**src/pml_pkg.sv**
```systemverilog
// Shared constants and types for the port mode and link monitor
package pml_pkg;
   localparam int          NPORT         = 2;
   localparam int          AW            = 8;
   localparam logic [7:0]  A_CTRL        = 8'h00;
   localparam logic [7:0]  A_PCFG0       = 8'h04;
   localparam logic [7:0]  A_PCFG1       = 8'h08;
   localparam logic [7:0]  A_STAT        = 8'h0C;
   localparam logic [7:0]  A_EVT         = 8'h10;
   localparam int          CLK_HZ        = 25_000_000;
   localparam int          LINK_LOSS_MS  = 100;
   localparam int          LINK_LOSS_CYC = LINK_LOSS_MS * (CLK_HZ / 1000);
   localparam logic        CFG_STORED_RST = 1'h0;

   typedef enum logic [2:0] {
      MT_NONE  = 3'b000,
      MT_GLASS = 3'b001,
      MT_POLY  = 3'b010,
      MT_CLAD  = 3'b011,
      MT_OTHER = 3'b100
   } pml_mtype_t;

   typedef struct packed {
      logic an_en;
      logic force_100;
      logic force_full;
      logic mon_en;
   } pml_pcfg_t;

   localparam pml_pcfg_t CFG_AUTO    = 4'h8;
   localparam pml_pcfg_t CFG_FIX100  = 4'h6;

   typedef struct packed {
      logic lp_pulse;
      logic short_det;
      logic rx_inv;
      logic pair_swap;
      logic far_nolink;
      logic an_done;
      logic an_spd100;
      logic an_full;
   } pml_line_t;

   typedef struct packed {
      logic speed100;
      logic full_dup;
      logic mdix;
      logic pol_inv;
      logic cable_int;
      logic far_fault;
   } pml_pstat_t;
endpackage

```
**src/pml_top.sv**
```systemverilog
// Port mode and link monitor top: hot-plug defaults, port configuration, status
// Contract
// - An inserted glass fiber module on an unconfigured system sets its ports to 100 Mbps full duplex, monitoring off.
// - A module inserted into an already configured system keeps the stored configuration.
// - Removing or replacing a glass fiber module returns its ports to auto negotiation.
// - Module insertion and removal are detected live and reported to management.
// - A port without link test pulses, unused or facing a powered-down partner, is a cable interrupt.
// - A glass fiber port flags a far end fault when the partner reports no link.
// - The copper plus polymer module defaults to auto negotiation on both ports, crossing on copper, no monitoring.
// - Auto negotiation takes speed and duplex from the partner and applies them unaided.
// - Auto negotiation is enabled or disabled per port by a management-writable setting.
// - The copper port swaps its pairs automatically so either cable type works.
// - Pair crossing is active only while auto negotiation is enabled on the port.
// - The copper receiver corrects an inverted receive pair automatically.
// - Copper ports are watched for shorts and interrupts with periodic link test pulses.
// - The copper plus clad-silica module defaults to auto copper and fixed 100 Mbps full fiber, no monitoring.
`timescale 1ns/10ps
module pml_top
   import pml_pkg::*;
#(
   parameter int LOSS_CYC = LINK_LOSS_CYC
)(
   input  wire logic                   clk,
   input  wire logic                   nrst,
   input  wire logic [AW-1:0]          s_axi_awaddr,
   input  wire logic                   s_axi_awvalid,
   output logic                        s_axi_awready,
   input  wire logic [31:0]            s_axi_wdata,
   input  wire logic [3:0]             s_axi_wstrb,
   input  wire logic                   s_axi_wvalid,
   output logic                        s_axi_wready,
   output logic [1:0]                  s_axi_bresp,
   output logic                        s_axi_bvalid,
   input  wire logic                   s_axi_bready,
   input  wire logic [AW-1:0]          s_axi_araddr,
   input  wire logic                   s_axi_arvalid,
   output logic                        s_axi_arready,
   output logic [31:0]                 s_axi_rdata,
   output logic [1:0]                  s_axi_rresp,
   output logic                        s_axi_rvalid,
   input  wire logic                   s_axi_rready,
   input  wire logic                   mod_present,
   input  wire pml_mtype_t             mod_type,
   input  wire pml_line_t [NPORT-1:0]  line_st,
   output pml_pstat_t [NPORT-1:0]      port_st,
   output pml_pcfg_t [NPORT-1:0]       port_cfg
);
   typedef struct packed {
      logic                    cfg_stored;
      pml_pcfg_t [NPORT-1:0]   pcfg;
      logic                    present;
      pml_mtype_t              mtype;
      logic                    evt_plug;
      logic [NPORT-1:0]        evt_mon;
      pml_pstat_t [NPORT-1:0]  pst;
   } pml_top_st_t;

   pml_top_st_t       st_q, st_d;
   logic [1:0]        rst_sync_q;
   logic              rst_n;
   logic              wr_pulse;
   logic [AW-1:0]     wr_addr;
   logic [31:0]       wr_data;
   logic [3:0]        wr_strb;
   logic [31:0]       rd_data;
   logic              plug_in;
   logic              plug_out;
   logic              wr_byte0;
   logic [NPORT-1:0]  cable_int;
   logic [NPORT-1:0]  far_fault;
   logic [NPORT-1:0]  mdix;
   logic [NPORT-1:0]  pol_inv;
   logic [NPORT-1:0]  mon_evt;

   function automatic logic pml_hit(input logic [AW-1:0] addr, input logic [AW-1:0] off);
      pml_hit = (addr[AW-1:2] == off[AW-1:2]);
   endfunction

   function automatic pml_pcfg_t pml_dflt(input pml_mtype_t t, input int p);
      case (t)
         MT_GLASS: pml_dflt = CFG_FIX100;
         MT_CLAD:  pml_dflt = (p == 1) ? CFG_FIX100 : CFG_AUTO;
         MT_POLY:  pml_dflt = CFG_AUTO;
         default:  pml_dflt = CFG_AUTO;
      endcase
   endfunction

   // Reset release through two flops
   always_ff @(posedge clk or negedge nrst) begin
      if (!nrst) begin
         rst_sync_q <= 2'h0;
      end else begin
         rst_sync_q <= {rst_sync_q[0], 1'h1};
      end
   end
   assign rst_n = rst_sync_q[1];

   pml_axil u_axil (
      .clk           (clk),
      .rst_n         (rst_n),
      .s_axi_awaddr  (s_axi_awaddr),
      .s_axi_awvalid (s_axi_awvalid),
      .s_axi_awready (s_axi_awready),
      .s_axi_wdata   (s_axi_wdata),
      .s_axi_wstrb   (s_axi_wstrb),
      .s_axi_wvalid  (s_axi_wvalid),
      .s_axi_wready  (s_axi_wready),
      .s_axi_bresp   (s_axi_bresp),
      .s_axi_bvalid  (s_axi_bvalid),
      .s_axi_bready  (s_axi_bready),
      .s_axi_arvalid (s_axi_arvalid),
      .s_axi_arready (s_axi_arready),
      .s_axi_rdata   (s_axi_rdata),
      .s_axi_rresp   (s_axi_rresp),
      .s_axi_rvalid  (s_axi_rvalid),
      .s_axi_rready  (s_axi_rready),
      .rd_data       (rd_data),
      .wr_pulse      (wr_pulse),
      .wr_addr       (wr_addr),
      .wr_data       (wr_data),
      .wr_strb       (wr_strb)
   );

   genvar gp;
   generate
      for (gp = 0; gp < NPORT; gp++) begin : g_port
         pml_port #(.LOSS_CYC(LOSS_CYC)) u_port (
            .clk       (clk),
            .rst_n     (rst_n),
            .line      (line_st[gp]),
            .an_en     (st_q.pcfg[gp].an_en),
            .mon_en    (st_q.pcfg[gp].mon_en),
            .is_glass  (st_q.mtype == MT_GLASS),
            .cable_int (cable_int[gp]),
            .far_fault (far_fault[gp]),
            .mdix      (mdix[gp]),
            .pol_inv   (pol_inv[gp]),
            .mon_evt   (mon_evt[gp])
         );
      end
   endgenerate

   // Read mux; unmapped words read as zero
   always_comb begin
      rd_data = 32'h0000_0000;
      if (pml_hit(s_axi_araddr, A_CTRL)) begin
         rd_data[0] = st_q.cfg_stored;
      end
      for (int p = 0; p < NPORT; p++) begin
         if (pml_hit(s_axi_araddr, AW'(A_PCFG0 + AW'(4 * p)))) begin
            rd_data[3:0] = st_q.pcfg[p];
         end
      end
      if (pml_hit(s_axi_araddr, A_STAT)) begin
         rd_data[0]   = st_q.present;
         rd_data[3:1] = st_q.mtype;
         rd_data[4 +: 6 * NPORT] = st_q.pst;
      end
      if (pml_hit(s_axi_araddr, A_EVT)) begin
         rd_data[0]       = st_q.evt_plug;
         rd_data[NPORT:1] = st_q.evt_mon;
      end
   end

   assign plug_in  = mod_present & (~st_q.present | (mod_type != st_q.mtype));
   assign plug_out = st_q.present & (~mod_present | (mod_type != st_q.mtype));
   assign wr_byte0 = wr_pulse & wr_strb[0];

   always_comb begin
      st_d = st_q;
      if (wr_byte0 && pml_hit(wr_addr, A_CTRL)) begin
         st_d.cfg_stored = wr_data[0];
      end
      for (int p = 0; p < NPORT; p++) begin
         if (wr_byte0 && pml_hit(wr_addr, AW'(A_PCFG0 + AW'(4 * p)))) begin
            st_d.pcfg[p]    = wr_data[3:0];
            st_d.cfg_stored = 1'h1;
         end
      end
      // A departing glass or fixed-rate fiber module hands its ports back to auto
      if (plug_out && (st_q.mtype == MT_GLASS || st_q.mtype == MT_CLAD)) begin
         for (int p = 0; p < NPORT; p++) begin
            st_d.pcfg[p] = CFG_AUTO;
         end
      end
      // A stored configuration survives insertion untouched
      if (plug_in && !st_d.cfg_stored) begin
         for (int p = 0; p < NPORT; p++) begin
            st_d.pcfg[p] = pml_dflt(mod_type, p);
         end
      end
      st_d.present = mod_present;
      st_d.mtype   = mod_present ? mod_type : MT_NONE;
      // Event bits: write one to clear, a new event wins over the clear
      if (wr_byte0 && pml_hit(wr_addr, A_EVT)) begin
         st_d.evt_plug = st_q.evt_plug & ~wr_data[0];
         st_d.evt_mon  = st_q.evt_mon & ~wr_data[NPORT:1];
      end
      st_d.evt_plug = st_d.evt_plug | plug_in | plug_out;
      st_d.evt_mon  = st_d.evt_mon | mon_evt;
      for (int p = 0; p < NPORT; p++) begin
         if (!st_q.pcfg[p].an_en) begin
            st_d.pst[p].speed100 = st_q.pcfg[p].force_100;
            st_d.pst[p].full_dup = st_q.pcfg[p].force_full;
         end else if (line_st[p].an_done) begin
            st_d.pst[p].speed100 = line_st[p].an_spd100;
            st_d.pst[p].full_dup = line_st[p].an_full;
         end
         st_d.pst[p].mdix      = mdix[p];
         st_d.pst[p].pol_inv   = pol_inv[p];
         st_d.pst[p].cable_int = cable_int[p];
         st_d.pst[p].far_fault = far_fault[p];
      end
   end

   always_ff @(posedge clk or negedge rst_n) begin
      if (!rst_n) begin
         st_q            <= '0;
         st_q.cfg_stored <= CFG_STORED_RST;
         st_q.pcfg       <= {NPORT{CFG_AUTO}};
         st_q.mtype      <= MT_NONE;
      end else begin
         st_q <= st_d;
      end
   end

   assign port_st  = st_q.pst;
   assign port_cfg = st_q.pcfg;
endmodule

```
**src/pml_axil.sv**
```systemverilog
// AXI4-Lite slave front end producing a one-cycle register write strobe
`timescale 1ns/10ps
module pml_axil
   import pml_pkg::*;
(
   input  wire logic          clk,
   input  wire logic          rst_n,
   input  wire logic [AW-1:0] s_axi_awaddr,
   input  wire logic          s_axi_awvalid,
   output logic               s_axi_awready,
   input  wire logic [31:0]   s_axi_wdata,
   input  wire logic [3:0]    s_axi_wstrb,
   input  wire logic          s_axi_wvalid,
   output logic               s_axi_wready,
   output logic [1:0]         s_axi_bresp,
   output logic               s_axi_bvalid,
   input  wire logic          s_axi_bready,
   input  wire logic          s_axi_arvalid,
   output logic               s_axi_arready,
   output logic [31:0]        s_axi_rdata,
   output logic [1:0]         s_axi_rresp,
   output logic               s_axi_rvalid,
   input  wire logic          s_axi_rready,
   input  wire logic [31:0]   rd_data,
   output logic               wr_pulse,
   output logic [AW-1:0]      wr_addr,
   output logic [31:0]        wr_data,
   output logic [3:0]         wr_strb
);
   typedef struct packed {
      logic          aw_ok;
      logic [AW-1:0] addr;
      logic          w_ok;
      logic [31:0]   data;
      logic [3:0]    strb;
      logic          awready;
      logic          wready;
      logic          bvalid;
      logic          arready;
      logic          rvalid;
      logic [31:0]   rdata;
   } pml_axs_t;

   pml_axs_t st_q, st_d;

   always_comb begin
      st_d = st_q;
      if (s_axi_awvalid && st_q.awready) begin
         st_d.aw_ok = 1'h1;
         st_d.addr  = s_axi_awaddr;
      end
      if (s_axi_wvalid && st_q.wready) begin
         st_d.w_ok = 1'h1;
         st_d.data = s_axi_wdata;
         st_d.strb = s_axi_wstrb;
      end
      // Both halves held: the write lands now and the response follows
      if (st_q.aw_ok && st_q.w_ok && !st_q.bvalid) begin
         st_d.aw_ok  = 1'h0;
         st_d.w_ok   = 1'h0;
         st_d.bvalid = 1'h1;
      end else if (st_q.bvalid && s_axi_bready) begin
         st_d.bvalid = 1'h0;
      end
      if (s_axi_arvalid && st_q.arready) begin
         st_d.rvalid = 1'h1;
         st_d.rdata  = rd_data;
      end else if (st_q.rvalid && s_axi_rready) begin
         st_d.rvalid = 1'h0;
      end
      st_d.awready = ~st_d.aw_ok & ~st_d.bvalid;
      st_d.wready  = ~st_d.w_ok & ~st_d.bvalid;
      st_d.arready = ~st_d.rvalid;
   end

   always_ff @(posedge clk or negedge rst_n) begin
      if (!rst_n) begin
         st_q <= '0;
      end else begin
         st_q <= st_d;
      end
   end

   assign wr_pulse      = st_q.aw_ok & st_q.w_ok & ~st_q.bvalid;
   assign wr_addr       = st_q.addr;
   assign wr_data       = st_q.data;
   assign wr_strb       = st_q.strb;
   assign s_axi_awready = st_q.awready;
   assign s_axi_wready  = st_q.wready;
   assign s_axi_bvalid  = st_q.bvalid;
   assign s_axi_bresp   = 2'h0;
   assign s_axi_arready = st_q.arready;
   assign s_axi_rvalid  = st_q.rvalid;
   assign s_axi_rdata   = st_q.rdata;
   assign s_axi_rresp   = 2'h0;
endmodule

```
**src/pml_port.sv**
```systemverilog
// Per-port line supervision: link pulse watchdog, far end fault, crossing, polarity
`timescale 1ns/10ps
module pml_port
   import pml_pkg::*;
#(
   parameter int LOSS_CYC = LINK_LOSS_CYC
)(
   input  wire logic      clk,
   input  wire logic      rst_n,
   input  wire pml_line_t line,
   input  wire logic      an_en,
   input  wire logic      mon_en,
   input  wire logic      is_glass,
   output logic           cable_int,
   output logic           far_fault,
   output logic           mdix,
   output logic           pol_inv,
   output logic           mon_evt
);
   localparam int CW = $clog2(LOSS_CYC + 1);

   typedef struct packed {
      logic [CW-1:0] cnt;
      logic          cable_int;
      logic          far_fault;
      logic          mdix;
      logic          pol_inv;
      logic          mon_evt;
   } pml_pst_t;

   pml_pst_t st_q, st_d;

   always_comb begin
      st_d = st_q;
      // Silence for the loss time, or a shorted pair, counts as an interrupt
      if (line.lp_pulse) begin
         st_d.cnt       = '0;
         st_d.cable_int = line.short_det;
      end else if (st_q.cnt == CW'(LOSS_CYC - 1)) begin
         st_d.cable_int = 1'h1;
      end else begin
         st_d.cnt       = st_q.cnt + CW'(1);
         st_d.cable_int = st_q.cable_int | line.short_det;
      end
      st_d.far_fault = is_glass & ~st_d.cable_int & line.far_nolink;
      st_d.mdix      = an_en & line.pair_swap;
      if (st_d.cable_int) begin
         st_d.pol_inv = 1'h0;
      end else if (line.lp_pulse) begin
         st_d.pol_inv = line.rx_inv;
      end
      st_d.mon_evt = mon_en & ((st_d.cable_int ^ st_q.cable_int)
                               | (st_d.far_fault ^ st_q.far_fault));
   end

   always_ff @(posedge clk or negedge rst_n) begin
      if (!rst_n) begin
         st_q           <= '0;
         st_q.cable_int <= 1'h1;
      end else begin
         st_q <= st_d;
      end
   end

   assign cable_int = st_q.cable_int;
   assign far_fault = st_q.far_fault;
   assign mdix      = st_q.mdix;
   assign pol_inv   = st_q.pol_inv;
   assign mon_evt   = st_q.mon_evt;
endmodule

```
**config.mk**
```make
export PLATFORM = sky130hd
export DESIGN_NAME = pml_top
export DESIGN_NICKNAME = d
export VERILOG_FILES = /design/src/pml_pkg.sv /design/src/pml_top.sv /design/src/pml_axil.sv /design/src/pml_port.sv
export SDC_FILE = /design/constraint.sdc
export NUM_CORES = 1
export LEC_CHECK = 0
export BUFFER_PORTS_ARGS = -buffer_cell sky130_fd_sc_hd__buf_4
export CAP_MARGIN = 10
export CORE_UTILIZATION = 62
export DETAILED_ROUTE_END_ITERATION = 10
export PLACE_DENSITY_LB_ADDON = 0.1
export REMOVE_ABC_BUFFERS = 1
export SLEW_MARGIN = 20
export SYNTH_ARGS = -nofsm -noshare
export SYNTH_HDL_FRONTEND = slang
export SYNTH_HIERARCHICAL = 1
export SYNTH_SLANG_ARGS = --single-unit
```
**constraint.sdc**
```tcl
create_clock -name clk -period 7.45 [get_ports clk]
set_input_delay 1.49 -clock clk [delete_from_list [all_inputs] [get_ports clk]]
set_output_delay 1.49 -clock clk [all_outputs]
set_load 0.01 [all_outputs]
```
==> summary.md, run 1 <==
| Metric | Value |
|---|---|
| Unrepaired setup endpoints after global routing | no |
| P&R area growth vs syn | 14.4% |
| WS Path Type | flop to output pin |
| Finished Cell Area | 7700 µm² |
| Commonest non-fill, non-tap cell in the layout | dfrtp_1 |
| CTS Sinks | 134 |
| Via count | 4,688 |
| Dpl hpwl | 9110 µm |
| Bufs and invs on worst path | 1 |
| CTS tree | done |
| CP max stage cell | dfstp_2 |
| Measured slew at the worst slew-check pin | 955 ps |
| Iter 0 DRT Violations | 251 |
| Worst hold path depth | 0 |
| Starting Density | 64.6% |
| Max_slew headroom | 36.4% |
| Startpoint Class | flop |
| Boundary Pins | 140 |
| Worst-path cell chain | buf_4 |
| Fin crit period | 2760 ps |
| Row count | 37 |
| Critical path's largest stage delay | 610 ps |
| Diodes inserted | 0 |
| Clock Latency Late Sink | 520 ps |
| CP max FO | 8 |
| Worst-path clk slew | 60 ps |
| Final Cycle Share | 37.1% |
| Antenna Nets Post-Route | 0 |
| Clock buffer depth | 2 |
| Die W | 106 µm |
| Die height | 106 µm |
| CTS resizes | 0 |
| TNS Setup | 0 ps |
| Global-route wire length before repair | 22,300 µm |
| R2R cell count | 7 |
| CORE AREA | 10,400 µm² |
| Worst hold path class | flop to flop |
| Final wirelength | 13,400 µm |
| Drt wl/cell | 16.4 µm |
| Vias in the first global route | 4,594 |
| Number of max-cap violations | 0 |
| Gpl congestion | 0.771 |
| Most frequent cells in the layout | dfrtp_1, buf_4, mux2_2, a21oi_1 |
| First-pass iteration count of the detailed router | 4 |
| Die Area | 11,300 µm² |
| Total CTS buffers | 17 |
| Mapped Cells | 618 |
| Global Route Usage Sum | 25.4% |
| Worst-case clock skew | 7.25 ps |
| Fillers | 718 |
| Syn avg cell area | 10.9 µm² |
| Total power | 2.17 mW |
| CTS root buf | clkbuf_8 |
| H-tree depth | 4 |
| Final nets | 748 |
| Proportion of layout cells with a drive suffix above 1 | 30.3% |
| Remaining DRCs | 0 |
| Crit end category | output pin |
| Setup bufs post-CTS | 0 |
| Hold-fix buffers, CTS | 0 |
| Via-per-instance ratio | 5.75 |
| GRT overflow | 0 |
| Max Clock Freq | 0.362 GHz |
| Critical Path RT | 5960 ps |
| Leakage | 3.43 nW |
| Setup Viol. Count Final | 0 |
| Pin count of the biggest net entering global routing | 78 |
| VDD IR max | 0.138 mV |
| Pwr/cell area | 281 nW/µm² |
| Worst Path Arrival | 1270 ps |
| IO Port Bufs | 100 |
| Ys Warns | 6 |
| Initial antenna violation count | 0 |
| Crit. path cell count | 1 |
| Final Hold Fails | 0 |
| Mapped cell area | 6730 µm² |
| Status | completed |
| Max Slew Vio Count | 0 |
| Area after DPL | 7090 µm² |
| CP delay by family, top | flip-flops |
-- per-stage QoR --
stage          cells  setup slack (ps)  utilization (%)  hold slack, ps
2_1_floorplan    547              3450                -             331
3_3_place_gp     784              4340             68.1             331
3_5_place_dp     784              4260             68.1             335
4_1_cts          816              4660             73.9             349
5_1_grt          816              4620             73.9             356
6_report         816              4690             73.9             348
-- registers in the layout, summed over array words and instances, names as in the netlist --
signal / flops
g_port.u_port/mon_evt: 2
u_axil/s_axi_awready: 1
u_axil/s_axi_arready: 1
port_st: 12
u_axil/s_axi_rvalid: 1
port_cfg: 8
u_axil/wr_strb: 1
g_port.u_port/far_fault: 2
u_axil/s_axi_bvalid: 1
u_axil/s_axi_wready: 1
g_port.u_port/mdix: 2
st_q: 8
u_axil/s_axi_rdata: 32
u_axil/st_q: 2
g_port.u_port/st_q: 44
u_axil/wr_data: 4
g_port.u_port/cable_int: 2
g_port.u_port/pol_inv: 2
rst_sync_q: 2
u_axil/wr_addr: 6
-- path summary, 6_finish.rpt --
kind | start | endpoint | slack [ps]
max | port_cfg[3] | port_cfg[3] | 4690
min | g_port[0].u_port/mdix | port_st[3] | 350
max reg2reg | u_axil/s_axi_bvalid | port_cfg[1] | 5260
min reg2reg | g_port[0].u_port/mdix | port_st[3] | 350
max in group asynchronous | rst_sync_q[1] | u_axil/wr_addr[6] | 5650
min in group asynchronous | rst_sync_q[1] | u_axil/s_axi_rdata[20] | 380
-- power breakdown --
group          internal [mW]  switching (mW)  leakage [nW]  total [mW]
Clock                  0.521           0.318         0.284       0.839
Combinational          0.209           0.165          1.42       0.374
Sequential             0.843           0.110          1.73       0.953
Total                   1.57           0.594          3.43        2.17
-- per-layer routing --
metal / up-vias / share of wire (%) / track usage, %
met5: - / 0 / 0
met4: 0 / 0.64 / 6.25
met3: 11 / 5.1 / 6.50
met2: 128 / 49 / 40.7
met1: 2301 / 45 / 34.7
li1: 2248 / - / -
-- area by class of cell --
class | count | area [µm²] | area share [%]
Clock buffer | 18 | 428 | 5.56
Clock inverter | 14 | 178 | 2.31
Inverter | 15 | 56.3 | 0.731
Multi-Input combinational cell | 398 | 2750 | 35.7
Sequential cell | 134 | 3360 | 43.7
Tap cell | 136 | 170 | 2.21
Timing Repair Buffer | 101 | 758 | 9.85
No activity file was read; power rests on OpenSTA's default activity.
==> inputs of run 2 (changes only) <==
Settings changed: CORE_UTILIZATION 62 to 58.
Clock period 7.45 ns to 2.9 ns, I/O delays scaled along.
==> summary.md, run 2 (same netlist as run 1, synthesis figures left out) <==
| Metric | Value |
|---|---|
| H-tree depth | 4 |
| First-pass iteration count of the detailed router | 5 |
| Max Slew Vio Count | 0 |
| Final Hold Fails | 0 |
| Setup bufs post-CTS | 0 |
| Die Area | 12,000 µm² |
| WS Path Type | flop to flop |
| Largest register FFs | 44 |
| Global Route Usage Sum | 24.3% |
| Boundary Pins | 140 |
| R2R cell count | 7 |
| CP startpoint | u_axil/st_q[82] |
| Iter 0 DRT Violations | 255 |
| Worst-path clk slew | 50 ps |
| Proportion of layout cells with a drive suffix above 1 | 30.1% |
| Internal | 4.24 mW |
| Total CTS buffers | 17 |
| Via count | 4,734 |
| Row count | 38 |
| CTS tree | done |
| Drt wl/cell | 16.7 µm |
| Unrepaired setup endpoints after global routing | no |
| R2r setup slk | 730 ps |
| Setup Viol. Count Final | 0 |
| Comb power frac | 16.9% |
| Diodes inserted | 0 |
| Die W | 110 µm |
| Sw Ratio | 25.9% |
| GRT overflow | 0 |
| Status | completed |
| CP max FO | 6 |
| Gpl congestion | 0.850 |
| Reg2reg start | u_axil/st_q[82] |
| Leakage | 3.47 nW |
| P&R area growth vs syn | 15.6% |
| Worst Path Arrival | 2460 ps |
| Clock Latency Late Sink | 410 ps |
| Worst-case clock skew | 5.19 ps |
| Switching power of the nets | 1.48 mW |
| CTS Sinks | 134 |
| Commonest non-fill, non-tap cell in the layout | dfrtp_1 |
| Final wirelength | 13,800 µm |
| Worst reg2reg endpoint | port_cfg[2] |
| Most frequent cells in the layout | dfrtp_1, buf_4, mux2_2, a21oi_1 |
| Clock buffer depth | 2 |
| Pin count of the biggest net entering global routing | 65 |
| Dpl hpwl | 9350 µm |
| IO Port Bufs | 100 |
| Final nets | 752 |
| Starting Density | 60.8% |
| Clock power frac | 40.1% |
| Via-per-instance ratio | 5.75 |
| Initial antenna violation count | 0 |
| Worst hold path class | input port to flop |
| Crit end category | flop |
| Reg with most FFs | g_port.u_port/st_q |
| Critical Path RT | 3190 ps |
| Fin crit period | 2170 ps |
| Startpoint Class | flop |
| Finished Core Util | 70.2% |
| Vias in the first global route | 4,523 |
| Measured slew at the worst slew-check pin | 840 ps |
| Antenna Nets Post-Route | 0 |
| Setup crit end | port_cfg[2] |
| Reg area | 3360 µm² |
| Register share of total power | 43.0% |
| Die height | 110 µm |
| Max_slew headroom | 44.0% |
| Number of max-cap violations | 0 |
| Global-route wire length before repair | 22,100 µm |
| Fillers | 833 |
| Pwr/cell area | 734 nW/µm² |
| Multi-input logic area | 2750 µm² |
| Remaining DRCs | 0 |
| CORE AREA | 11,100 µm² |
| VDD IR max | 0.608 mV |
| Total power | 5.71 mW |
| Max Clock Freq | 0.461 GHz |
| CTS root buf | clkbuf_16 |
| Final Cycle Share | 74.8% |
==> run 2: changes by cell type in the layout (fill, tap and decap cells not counted) <==
cell           change
buf_12             +1
buf_4              +2
bufinv_16          +1
clkbuf_1           +3
clkbuf_16          +1
clkbuf_8           +2
clkinv_2           +1
clkinv_4           -5
clkinvlp_4         -2
dlygate4sd3_1      +1
inv_6              -1
==> run 2: through the flow <==
| stage | setup TNS [ps] | hold slack [ps] | cells | worst slack (ps) | area [µm²] |
|---|---|---|---|---|---|
| floorplan | -141530 | 284 | 547 | -1100 | 6160 |
| global placement | 0 | 334 | 791 | 780 | 7130 |
| detailed placement | 0 | 335 | 791 | 776 | 7130 |
| CTS | 0 | 316 | 824 | 737 | 7780 |
| global route | 0 | 322 | 824 | 515 | 7780 |
| finish | 0 | 333 | 824 | 732 | 7780 |
==> run 2: worst min path at each step <==
stage,startpoint,end,depth (start not counted)
final,mod_present,st_q[18],1
after global routing,mod_present,st_q[18],1
after CTS,mod_present,st_q[18],1
after detailed placement,g_port[1].u_port/mdix,port_st[9],0
after global placement,g_port[1].u_port/mdix,port_st[9],0
after floorplan,nrst,rst_sync_q[0],0
==> run 2: critical path, stage by stage, from the launching register on <==
cell	delay, ps
dfrtp_1	370
nor2b_1	260
and2_1	200
and2_1	160
a31oi_1	160
o211ai_2	410
nand2_2	180
o311a_1	320
==> run 2: final cells by class <==
| class | instances | share of cell area, % |
|---|---|---|
| sequential | 134 | 43.2 |
| multi-input combinational | 398 | 35.3 |
| timing repair buffer | 105 | 10.3 |
| clock buffer | 24 | 6.32 |
| tap | 140 | 2.25 |
| clock inverter | 8 | 1.87 |
| inverter | 15 | 0.724 |
==> run 2: layer usage <==
metal  GRT usage, %  share of wire [%]
met4           8.10                1.4
met5              0                  0
met2           40.2                 49
met3           5.75                5.7
met1           31.5                 43
==> run 2: power by group through the flow <==
stage / Combinational (mW) / Clock [mW] / Sequential, mW
floorplan: 0.488 / 0 / 2.48
global placement: 0.933 / 0 / 2.47
detailed placement: 0.963 / 0 / 2.48
CTS: 0.974 / 2.33 / 2.45
global route: 1.05 / 2.41 / 2.50
finish: 0.964 / 2.29 / 2.46
==> run 2: timing repair <==
| item | in CTS | in global routing |
|---|---|---|
| hold endpoints to repair | 2 | 0 |
| hold buffers | 1 | 0 |
| gates resized for setup | 0 | 0 |
| setup endpoints to repair | 0 | 0 |
==> inputs of run 3 (changes only) <==
Settings changed: CORE_UTILIZATION 58 to 52.
Clock period 2.9 ns to 1.9 ns, I/O delays scaled along.
==> summary.md, run 3 (same netlist as run 1, synthesis figures left out) <==
| Metric | Value |
|---|---|
| Unrepaired setup endpoints after global routing | yes |
| Reg with most FFs | g_port.u_port/st_q |
| Die Area | 13,400 µm² |
| Worst-path clk slew | 60 ps |
| CTS root buf | clkbuf_16 |
| CTS tree | done |
| Fin crit period | 1850 ps |
| Die height | 116 µm |
| VDD IR max | 0.519 mV |
| Final Cycle Share | 97.5% |
| CTS Sinks | 134 |
| Final nets | 797 |
| Dpl ws | 17.4 ps |
| Final setup margin | 47.1 ps |
| Clock Latency Late Sink | 420 ps |
| Worst hold path class | input port to flop |
| Remaining DRCs | 0 |
| Min-Delay Endpoint | st_q[18] |
| Worst hold path depth | 1 |
| Number of max-cap violations | 0 |
| Final Hold Fails | 0 |
| Iter 0 DRT Violations | 290 |
| Startpoint Class | flop |
| Area after DPL | 7480 µm² |
| Worst reg2reg endpoint | g_port[0].u_port/st_q[26] |
| Commonest non-fill, non-tap cell in the layout | buf_4 |
| Proportion of layout cells with a drive suffix above 1 | 36.4% |
| GR met1 Demand/Resource | 29.0% |
| CP startpoint | g_port[0].u_port/st_q[6] |
| Initial antenna violation count | 0 |
| Largest register FFs | 44 |
| Global-route wire length before repair | 21,900 µm |
| Status | completed |
| Diodes inserted | 0 |
| Final wirelength | 13,900 µm |
| M3 GR Usage | 4.81% |
| Antenna Nets Post-Route | 0 |
| Most frequent cells in the layout | buf_4, dfrtp_1, mux2_2, a21oi_1 |
| Worst-case clock skew | 9.27 ps |
| Dpl hpwl | 9750 µm |
| Worst Path Arrival | 2210 ps |
| Placed insts | 860 |
| Finished Cell Area | 8200 µm² |
| Total power | 8.67 mW |
| Max Clock Freq | 0.540 GHz |
| Setup Viol. Count Final | 0 |
| Pin count of the biggest net entering global routing | 43 |
| Starting Density | 53.3% |
| Via-per-instance ratio | 5.37 |
| HP Start | mod_present |
| Via count | 4,835 |
| First-pass iteration count of the detailed router | 5 |
| Gpl congestion | 0.819 |
| Total CTS buffers | 17 |
| R2R cell count | 4 |
| Cell Count, Final, Fillers Out | 901 |
| Crit end category | flop |
| Vias in the first global route | 4,541 |
| Max Slew Vio Count | 0 |
| Die W | 116 µm |
| GRT overflow | 0 |
| Row count | 41 |
| Boundary Pins | 140 |
| Leakage | 3.69 nW |
| Reg2reg start | g_port[0].u_port/st_q[6] |
| Critical Path RT | 2250 ps |
| R2r setup slk | 50 ps |
| WS Path Type | flop to flop |
| Clock buffer depth | 2 |
| Global Route Usage Sum | 21.5% |
| Pwr/cell area | 1060 nW/µm² |
| IO Port Bufs | 100 |
| CORE AREA | 12,600 µm² |
| H-tree depth | 4 |
| P&R area growth vs syn | 21.9% |
| CP max FO | 10 |
| Drt wl/cell | 15.4 µm |
| Met2 usage | 33.8% |
| Busiest grt layer | met2 |
-- run 3: cell count changes in the layout (fill, tap and decap cells not counted), sizes merged --
cell      delta
bufinv       -1
clkbuf       -2
buf         +45
clkinv       +5
clkinvlp     -2
-- run 3: layout make-up --
class	instances	area (µm²)
Fill cell	1050	4420
Sequential cell	134	3360
Multi-Input combinational cell	398	2800
Timing Repair Buffer	150	1170
Clock buffer	22	464
Tap cell	172	215
Clock inverter	10	129
Inverter	15	56.3
-- run 3: routing by layer --
layer / up-vias / routed length [µm] / part of all wire [%]
met5: - / 0 / 0
met4: 0 / 211 / 1.5
met3: 15 / 664 / 4.8
met2: 113 / 6720 / 48
met1: 2375 / 6310 / 45
li1: 2332 / - / -
-- run 3: repair_timing --
action | CTS | global route
gates resized for setup | 2 | 15
pin swaps | 0 | 10
endpoints found under the hold margin | 2 | 0
setup buffers | 0 | 8
hold buffers | 1 | 0
setup endpoints to repair | 2 | 20
-- run 3: per-stage QoR --
| step | hold WS, ps | TNS [ps] | utilization (%) |
|---|---|---|---|
| detailed placement | 164 | 0 | 59.2 |
| floorplan | 84.4 | -273530 | - |
| global placement | 163 | 0 | 59.2 |
| CTS | 99.9 | 0 | 64.1 |
| global route | 110 | -199 | 65.0 |
| finish | 115 | 0 | 65.0 |
-- run 3: worst max path at each step --
stage / cells past startpoint / end
after global placement: 5 / u_axil/s_axi_rdata[0]
after floorplan: 0 / g_port[0].u_port/far_fault
after detailed placement: 6 / g_port[1].u_port/st_q[21]
final: 4 / g_port[0].u_port/st_q[26]
after global routing: 7 / port_cfg[2]
after CTS: 6 / port_cfg[6]
-- run 3: power breakdown --
group | internal, mW | leakage [nW] | switching (mW) | total, mW
sequential | 3.31 | 1.73 | 0.407 | 3.71
combinational | 0.938 | 1.67 | 0.714 | 1.65
clock | 2.12 | 0.297 | 1.19 | 3.31
-- run 3: critical path, stage by stage (launching register included) --
cell,delay (ps)
dfrtp_1,410
nand3_1,150
or4_4,570
or4_4,500
a21oi_2,140
